--- src/verilog/etm_pkg.sv ---
package etm_pkg;

	localparam int unsigned ETM_DATA_W = 32;
	localparam int unsigned ETM_OCT_W = 8;
	localparam int unsigned ETM_TRACE_LEN = 16;
	localparam int unsigned ETM_POS_W = 4;
	localparam int unsigned ETM_KIND_W = 3;
	localparam int unsigned ETM_IDX_LSB = 2;
	localparam int unsigned ETM_IDX_W = 8;

	// register indexes; byte address is four times the index
	localparam logic [7:0] ETM_IDX_TRACE_BASE = 8'h38;
	localparam logic [7:0] ETM_IDX_TRACE_FOURTEEN = 8'h46;
	localparam logic [7:0] ETM_IDX_TRACE_FIFTEEN = 8'h47;
	localparam logic [7:0] ETM_IDX_FA1_MASK = 8'h48;
	localparam logic [7:0] ETM_IDX_FA2_MASK = 8'h49;
	localparam logic [7:0] ETM_IDX_EM_MASK = 8'h4A;
	localparam logic [7:0] ETM_IDX_STATUS = 8'h4B;

	localparam logic [7:0] ETM_RST_OCTET = 8'h00;
	localparam logic [31:0] ETM_RST_WORD = 32'h0000_0000;
	// first frame after reset lands on position zero
	localparam logic [3:0] ETM_RST_POS = 4'hF;
	localparam logic [3:0] ETM_POS_FIFTEENTH = 4'hE;
	localparam logic [3:0] ETM_POS_SIXTEENTH = 4'hF;
	localparam logic [3:0] ETM_TRACE_FOURTEEN = 4'hE;
	localparam logic [3:0] ETM_TRACE_FIFTEEN = 4'hF;

	// octet kind codes on the stream
	localparam logic [2:0] ETM_K_PAYLOAD = 3'h0;
	localparam logic [2:0] ETM_K_FA1 = 3'h1;
	localparam logic [2:0] ETM_K_FA2 = 3'h2;
	localparam logic [2:0] ETM_K_EM = 3'h3;
	localparam logic [2:0] ETM_K_TR = 3'h4;

endpackage

--- src/verilog/etm_tx_overhead.sv ---
// Overview of operation
// - Sixteen writable trace bytes are sent one per frame in the trail-trace octet over a repeating sixteen-frame cycle.
// - Trace byte fourteen is fetched during the fifteenth frame and sent in the frame after it.
// - Trace byte fifteen is fetched during the sixteenth frame and sent in the frame after it.
// - Every trace byte n is fetched in frame n+1 of the cycle and sent in the following frame.
// - The first framing octet leaves XORed with the first framing mask register.
// - The second framing octet leaves XORed with the second framing mask register.
// - The error-monitor octet leaves XORed with the error-monitor mask register.
// - All masks reset to zero and a zero mask leaves its octet untouched.
`timescale 1ns/10ps

module etm_tx_overhead #(
	parameter int unsigned ADDR_W = 10
) (
	input wire logic pclk,
	input wire logic presetn,
	input wire logic psel,
	input wire logic penable,
	input wire logic pwrite,
	input wire logic [ADDR_W-1:0] paddr,
	input wire logic [31:0] pwdata,
	output logic [31:0] prdata,
	output logic pready,
	output logic pslverr,
	input wire logic in_valid,
	output logic in_ready,
	input wire logic [7:0] in_data,
	input wire logic in_sof,
	input wire logic [2:0] in_kind,
	output logic out_valid,
	input wire logic out_ready,
	output logic [7:0] out_data,
	output logic out_sof,
	output logic [2:0] out_kind
);

	generate
		if (ADDR_W < 10)
		begin : g_addr_check
			$error("etm_tx_overhead: ADDR_W must be at least 10");
		end
	endgenerate

	typedef struct packed {
		logic [etm_pkg::ETM_TRACE_LEN-1:0][etm_pkg::ETM_OCT_W-1:0] trace;
		logic [7:0] mask_fa1;
		logic [7:0] mask_fa2;
		logic [7:0] mask_em;
		logic [etm_pkg::ETM_POS_W-1:0] pos;
		logic [7:0] fetch;
		logic [7:0] send;
		logic out_v;
		logic [7:0] out_d;
		logic out_sof;
		logic [2:0] out_kind;
		logic skid_v;
		logic [7:0] skid_d;
		logic skid_sof;
		logic [2:0] skid_kind;
		logic in_rdy;
		logic [31:0] prdata;
		logic pready;
		logic pslverr;
	} etm_state_s;

	etm_state_s s_r;
	etm_state_s s_nxt;
	logic acc;
	logic acc_sof;
	logic load_out;
	logic [7:0] proc_d;
	logic [7:0] idx;

	function automatic logic is_trace(input logic [7:0] i);
		is_trace = (i >= etm_pkg::ETM_IDX_TRACE_BASE) &&
			(i <= etm_pkg::ETM_IDX_TRACE_FIFTEEN);
	endfunction

	function automatic logic is_mapped(input logic [ADDR_W-1:0] a);
		logic [7:0] i;
		i = a[9:2];
		is_mapped = (a[1:0] == 2'h0) && ((a >> 10) == '0) &&
			(is_trace(i) || (i == etm_pkg::ETM_IDX_FA1_MASK) ||
			(i == etm_pkg::ETM_IDX_FA2_MASK) ||
			(i == etm_pkg::ETM_IDX_EM_MASK) ||
			(i == etm_pkg::ETM_IDX_STATUS));
	endfunction

	always_comb
	begin
		s_nxt = s_r;
		idx = paddr[9:2];
		acc = s_r.in_rdy && in_valid;
		acc_sof = acc && in_sof;
		load_out = 1'b0;
		// frame boundary: what was fetched last frame goes out now
		if (acc_sof)
		begin
			s_nxt.pos = s_r.pos + 1'b1;
			s_nxt.send = s_r.fetch;
			s_nxt.fetch = s_r.trace[s_nxt.pos];
		end
		// masks are applied as they stand when the octet passes
		proc_d = in_data;
		case (in_kind)
			etm_pkg::ETM_K_FA1: proc_d = in_data ^ s_r.mask_fa1;
			etm_pkg::ETM_K_FA2: proc_d = in_data ^ s_r.mask_fa2;
			etm_pkg::ETM_K_EM: proc_d = in_data ^ s_r.mask_em;
			etm_pkg::ETM_K_TR: proc_d = s_nxt.send;
			default: proc_d = in_data;
		endcase
		// two-entry skid: output stage plus one spare word
		if (!s_r.out_v || out_ready)
		begin
			if (s_r.skid_v)
			begin
				s_nxt.out_v = 1'b1;
				s_nxt.out_d = s_r.skid_d;
				s_nxt.out_sof = s_r.skid_sof;
				s_nxt.out_kind = s_r.skid_kind;
				s_nxt.skid_v = 1'b0;
			end
			else
			begin
				s_nxt.out_v = acc;
				load_out = acc;
				if (acc)
				begin
					s_nxt.out_d = proc_d;
					s_nxt.out_sof = in_sof;
					s_nxt.out_kind = in_kind;
				end
			end
		end
		else if (acc)
		begin
			s_nxt.skid_v = 1'b1;
			s_nxt.skid_d = proc_d;
			s_nxt.skid_sof = in_sof;
			s_nxt.skid_kind = in_kind;
		end
		// ready is registered, so the spare word absorbs its lag
		s_nxt.in_rdy = !s_nxt.skid_v;
		// apb: answer in the first access cycle
		s_nxt.pready = 1'b0;
		s_nxt.pslverr = 1'b0;
		if (psel && !penable)
		begin
			s_nxt.pready = 1'b1;
			s_nxt.pslverr = !is_mapped(paddr);
			s_nxt.prdata = etm_pkg::ETM_RST_WORD;
			if (!pwrite && is_mapped(paddr))
			begin
				if (is_trace(idx))
					s_nxt.prdata[7:0] = s_r.trace[4'(idx -
						etm_pkg::ETM_IDX_TRACE_BASE)];
				else if (idx == etm_pkg::ETM_IDX_FA1_MASK)
					s_nxt.prdata[7:0] = s_r.mask_fa1;
				else if (idx == etm_pkg::ETM_IDX_FA2_MASK)
					s_nxt.prdata[7:0] = s_r.mask_fa2;
				else if (idx == etm_pkg::ETM_IDX_EM_MASK)
					s_nxt.prdata[7:0] = s_r.mask_em;
				else
					s_nxt.prdata[3:0] = s_r.pos;
			end
		end
		if (psel && penable && s_r.pready && pwrite && !s_r.pslverr)
		begin
			if (is_trace(idx))
				s_nxt.trace[4'(idx - etm_pkg::ETM_IDX_TRACE_BASE)] =
					pwdata[7:0];
			else if (idx == etm_pkg::ETM_IDX_FA1_MASK)
				s_nxt.mask_fa1 = pwdata[7:0];
			else if (idx == etm_pkg::ETM_IDX_FA2_MASK)
				s_nxt.mask_fa2 = pwdata[7:0];
			else if (idx == etm_pkg::ETM_IDX_EM_MASK)
				s_nxt.mask_em = pwdata[7:0];
		end
	end

	always_ff @(posedge pclk or negedge presetn)
	begin
		if (!presetn)
		begin
			s_r <= '0;
			s_r.mask_fa1 <= etm_pkg::ETM_RST_OCTET;
			s_r.mask_fa2 <= etm_pkg::ETM_RST_OCTET;
			s_r.mask_em <= etm_pkg::ETM_RST_OCTET;
			s_r.pos <= etm_pkg::ETM_RST_POS;
			s_r.in_rdy <= 1'b1;
		end
		else
			s_r <= s_nxt;
	end

	assign prdata = s_r.prdata;
	assign pready = s_r.pready;
	assign pslverr = s_r.pslverr;
	assign in_ready = s_r.in_rdy;
	assign out_valid = s_r.out_v;
	assign out_data = s_r.out_d;
	assign out_sof = s_r.out_sof;
	assign out_kind = s_r.out_kind;
endmodule // etm_tx_overhead

--- config.mk ---
export PLATFORM = sky130hd
export DESIGN_NAME = etm_tx_overhead
export DESIGN_NICKNAME = d
export VERILOG_FILES = /design/src/verilog/etm_pkg.sv /design/src/verilog/etm_tx_overhead.sv
export SDC_FILE = /design/constraint.sdc
export NUM_CORES = 1
export LEC_CHECK = 0
export BUFFER_PORTS_ARGS = -buffer_cell sky130_fd_sc_hd__clkbuf_2
export CORE_ASPECT_RATIO = 1.5
export CORE_MARGIN = 5
export CORE_UTILIZATION = 40
export CTS_CLUSTER_SIZE = 8
export DETAILED_ROUTE_END_ITERATION = 8
export GPL_ROUTABILITY_DRIVEN = 0
export PLACE_DENSITY = 0.61
export SYNTH_ARGS = -nofsm -noshare
export SYNTH_HDL_FRONTEND = slang
export SYNTH_SLANG_ARGS = --single-unit
--- constraint.sdc ---
create_clock -name pclk -period 3.3 [get_ports pclk]
set_input_delay 0.33 -clock pclk [delete_from_list [all_inputs] [get_ports pclk]]
set_output_delay 0.33 -clock pclk [all_outputs]
set_load 0.01 [all_outputs]
==> results of run 1 <==
metal layers:
layer  routed length [um]  global-route usage
met5                    0                   0
met2                15200               0.324
met4                 1090              0.0767
met3                 1200              0.0237
met1                11000               0.214
layout by cell type (no fill, tap or decap), types with 6 or more instances in the layout:
cell	Yosys	layout
nand3_1	10	10
clkbuf_2	0	58
nand2b_1	6	6
o21ai_0	44	44
nor3_1	10	10
clkbuf_1	30	13
mux2_4	8	8
o31ai_1	6	6
mux2i_1	27	27
nor2_8	8	8
xor2_1	6	6
a221oi_1	9	9
clkbuf_16	0	31
o22ai_1	6	6
a31oi_1	6	6
dfrtp_1	204	204
conb_1	1	24
buf_12	0	6
a21oi_1	20	20
mux4_2	64	64
buf_4	44	19
nand2_1	71	71
mux2_2	165	165
inv_1	22	22
nor2b_1	8	8
nor2_1	24	24
state kept, by name, summed over array words and instances, names as in the netlist:
register,cells
in_ready,1
out_data,8
out_kind,3
out_sof,1
out_valid,1
prdata,8
pready,1
pslverr,1
s_r,185
where the power goes:
| group | switching, W | internal [W] |
|---|---|---|
| clock | 0.00107 | 0.00169 |
| combinational | 0.000851 | 0.000626 |
| sequential | 0.000128 | 0.00271 |
| total | 0.00205 | 0.00503 |
per-stage QoR:
step,setup slack [ps],instances
after floorplan,528,925
after global placement,399,1251
after detailed placement,382,1251
after CTS,531,1297
after global routing,456,1297
final,526,1297
worst max-delay path, stage by stage, from the launching register on:
cell and delay (ps):
dfstp_2 740, ha_2 260, buf_12 260, mux4_2 560, mux4_2 520, mux2_2 280
logic make-up after synthesis:
logic type	after synthesis	synth area share
multiplexers	267	0.326
flip-flops	209	0.459
AND/OR/NAND/NOR	169	0.0823
buffers and inverters	127	0.0591
AO/OA/AOI/OAI	120	0.0665
XOR/XNOR	8	0.00614
adder cells (fa/ha/maj)	1	0.00110
other	1	0.000328
area by class of cell:
class | instances | area (um2) | area share
inverters | 22 | 82.6 | 0.00647
repair buffers | 86 | 582 | 0.0456
clock buffers | 44 | 825 | 0.0646
clock inverters | 1 | 8.76 | 0.000686
well taps | 346 | 433 | 0.0339
flip-flops and latches | 209 | 5240 | 0.410
multi-input cells | 589 | 5600 | 0.439
final timing paths:
path	endpoint	slack (ps)	depth (start not counted)
min reg2reg	s_r[45]	480	2
max	s_r[73]	530	5
min in group asynchronous	s_r[150]	410	2
min	in_ready	50	3
max reg2reg	s_r[73]	530	5
max in group asynchronous	s_r[78]	2030	3
repair_timing:
action | CTS | global route
endpoints found under the hold margin | 79 | 0
hold buffers | 1 | 0
endpoints found under the setup margin | 0 | 0
==> results.yml, run 1 <==
logic_synthesis:
  synth_flop_cell: "dfrtp_1"
  synth_area_leaders: "dfrtp_1, mux2_2, mux4_2"
  ys_ff_latch: 209
  syn_inst: 902
  synth_area_per_cell_um2: 12.7
  synth_most_common_cell: "dfrtp_1"
  ys_warn_count: 0
  synth_top_area_cell: "dfrtp_1"
  synth_top_area_frac: 0.447
  synth_cell_types: 61
  synth_area_mm2: 0.0114
  ys_top_cells_by_count: "dfrtp_1, mux2_2, nand2_1"
  synthArstFlopShare: 1.00
  synth-edff-count: 0
  yosysSeqAreaShare: 0.459
critical_path:
  arrival_ps: 3190
  path_class: "flop to flop"
  critPathMaxFanout: 33
  crit_path_start_kind: "flop"
  crit_start: "s_r[77]"
  cp-end-kind: "flop"
  worstPathRequired_ps: 3720
  worstReg2RegStart: "s_r[77]"
global_route:
  antenna_found_initial: 0
  grt_pass1_wl_um: 45000
  overflow: 0
  grt_pass1_vias: 7605
  grt_usage: 0.179
  grt_max_degree: 82
power_and_ir_drop:
  power_w: 0.00708
  ir_drop_v: 0.000506
  power_density_mw_per_mm2: 555
  p_leak_nw: 6.08
cts:
  tritoncts: "built"
  clockRootBuffer: "clkbuf_16"
  cts_resized: 0
  cts_sinks: 209
  cts_buffer_depth: 3
  cts_setup_buffers: 0
  cts_made_buffers: 30
  h-tree-depth: 1
  clkTransAtPathRegs_ps: 50
  clk_latency_ps: 550
routing:
  wire_per_inst_um: 22.0
  viasPerCell: 5.71
  first_pass_iters: 4
  vias: 7409
  drt_iter0_drc: 302
  route.detailed.drc: 0
  drtAntennaViolNets: 0
  wirelength_um: 28600
die:
  coreArea_mm2: 0.0281
  initial_utilization: 0.407
  die_y_um: 217
  fp.dieW_um: 148
  num_rows: 75
  ioPinCount: 109
  die_area_mm2: 0.0321
timing:
  min_period_over_period: 0.841
  final_max_slew_viol_count: 0
  fmax_ghz: 0.360
  worstMarginPinSlew_ps: 897
  worst_hold_slack_ps: 54.7
  fin_crit_ps: 2770
  slew_headroom: 0.400
  setup_viol: 0
  finalClockSkew_ps: 13.0
  hold_viol_final: 0
  rsz0062_at_grt: "no"
  finalSetupTns_ps: 0
layout:
  fin_nets: 1000
  layout-drive-gt1-share: 0.393
  antenna-diode-count: 0
  area_delta_synth_final_pct: 11.8
  final_util: 0.455
  design_area_mm2: 0.0128
  fillerInstances: 2538
placement:
  io_buffers: 60
  place_area_mm2: 0.0119
  hpwl_um: 20300
run:
  cap_violations: 0
outcome:
  status: "finished, final reports clean"
min_path:
  hp-start: "out_ready"
  min_path_type: "input port to flop"
Note: power is estimated with default switching activity, not from simulation.
==> run 2, diff against run 1 <==
==> constraint.sdc (replaced) <==
create_clock -name pclk -period 2.6 [get_ports pclk]
set_input_delay 0.26 -clock pclk [delete_from_list [all_inputs] [get_ports pclk]]
set_output_delay 0.26 -clock pclk [all_outputs]
set_load 0.01 [all_outputs]
==> run 2 against run 1 <==
- combinational power grew 35%
- global-route usage up 0.62 points
- sequential share of layout area decreased by 0.92 points
- utilization increased by 1.0 points
==> results.yml, run 2 (synthesis results as in run 1) <==
layout:
  seq_area_mm2: 0.00524
  layout-drive-gt1-share: 0.411
  regMostFlops: "s_r"
  area_delta_synth_final_pct: 14.3
  layout_common_cells: "dfrtp_1, mux2_2, nand2_1, mux4_2, clkbuf_2"
  fin_nets: 1036
  antenna-diode-count: 0
  largest_register_ff_count: 185
  fillerInstances: 2477
  final_common_cell: "dfrtp_1"
  multi_input_area_mm2: 0.00560
run:
  cap_violations: 0
die:
  die_y_um: 217
  fp.dieW_um: 148
  coreArea_mm2: 0.0281
  num_rows: 75
  die_area_mm2: 0.0321
  ioPinCount: 109
  initial_utilization: 0.407
critical_path:
  reg2regPathDepth: 5
  crit_start: "s_r[77]"
  arrival_ps: 2890
  path_class: "flop to flop"
  r2r_end: "s_r[71]"
  endpoint: "s_r[71]"
  cp-end-kind: "flop"
  crit_path_start_kind: "flop"
  critPathMaxFanout: 24
  regToRegSetupSlack_ps: 150
  worstReg2RegStart: "s_r[77]"
  worstPathRequired_ps: 3040
power_and_ir_drop:
  p_leak_nw: 6.25
  power_density_mw_per_mm2: 696
  power_w: 0.00908
  ir_drop_v: 0.000593
timing:
  slew_headroom: 0.593
  finalSetupTns_ps: 0
  finalClockSkew_ps: 9.11
  rsz0062_at_grt: "no"
  fmax_ghz: 0.408
  final_max_slew_viol_count: 0
  worstMarginPinSlew_ps: 608
  min_period_over_period: 0.943
  hold_viol_final: 0
  setup_viol: 0
  fin_crit_ps: 2450
cts:
  cts_made_buffers: 30
  cts_hold_buf: 5
  cts_sinks: 209
  cts_buffer_depth: 3
  clockRootBuffer: "clkbuf_16"
  cts_resized: 0
  clkTransAtPathRegs_ps: 50
  tritoncts: "built"
  h-tree-depth: 1
  cts_setup_buffers: 0
  clk_latency_ps: 550
routing:
  drt_iter0_drc: 439
  first_pass_iters: 5
  vias: 7549
  wirelength_um: 29300
  viasPerCell: 5.66
  drtAntennaViolNets: 0
  route.detailed.drc: 0
  wire_per_inst_um: 22.0
outcome:
  status: "finished, final reports clean"
global_route:
  grt_pass1_wl_um: 46800
  grt_use_met3: 0.0210
  overflow: 0
  grtUsageMet1: 0.223
  grt_max_degree: 65
  grt-busiest-layer: "met2"
  grt_use_met2: 0.345
  grt_usage: 0.186
  antenna_found_initial: 0
  grt_pass1_vias: 7971
min_path:
  hold_depth: 4
  min_path_type: "input port to flop"
placement:
  io_buffers: 60
  hpwl_um: 21200
## run 2: cell count changes in the layout (fill, tap and decap cells not counted)
cell / before / now
dlygate4sd3_1: 1 / 5
buf_4: 19 / 50
buf_12: 6 / 7
## run 2: area by class of cell
type                       instances  share of cell area
sequential                       209               0.401
clock buffer                      44              0.0631
clock inverter                     1            0.000671
inverter                          22             0.00632
multi-input combinational        589               0.429
timing repair buffer             122              0.0670
tap                              346              0.0332
## run 2: worst min path at each step
stage	from	to	slack, ps
2_1_floorplan	presetn	out_data[0]	-40
3_3_place_gp	presetn	s_r[142]	300
3_5_place_dp	presetn	s_r[150]	300
4_1_cts	paddr[0]	pslverr	40
5_1_grt	paddr[0]	pslverr	90
6_report	paddr[0]	pslverr	50
## run 2: per-layer routing
metal  up-vias  part of all wire  wire [um]
met2       224              0.54      15900
li1       3429                 -          -
met3        60             0.045       1320
met4         0             0.028        830
met5         -                 0          0
met1      3836              0.38      11300
## run 2: metrics by stage
step	utilization	instances	hold WS, ps	instance area [um2]	worst slack, ps
after global placement	0.434	1283	297	12200	132
after global routing	0.465	1333	86.0	13100	90.4
after floorplan	-	925	-35.6	11500	15.5
after detailed placement	0.434	1283	303	12200	122
after CTS	0.465	1333	38.8	13100	142
final	0.465	1333	51.5	13100	148
## run 2: power breakdown
group	total (W)	switching, W	internal (W)
clock network	0.00353	0.00139	0.00214
logic	0.00200	0.00113	0.000866
registers	0.00356	0.000114	0.00344
## run 2: critical path, cell delays in order, from the launching register on
cell and delay (ps):
dfstp_2 560, ha_2 220, buf_12 220, mux4_2 550, mux4_2 510, mux2_2 270
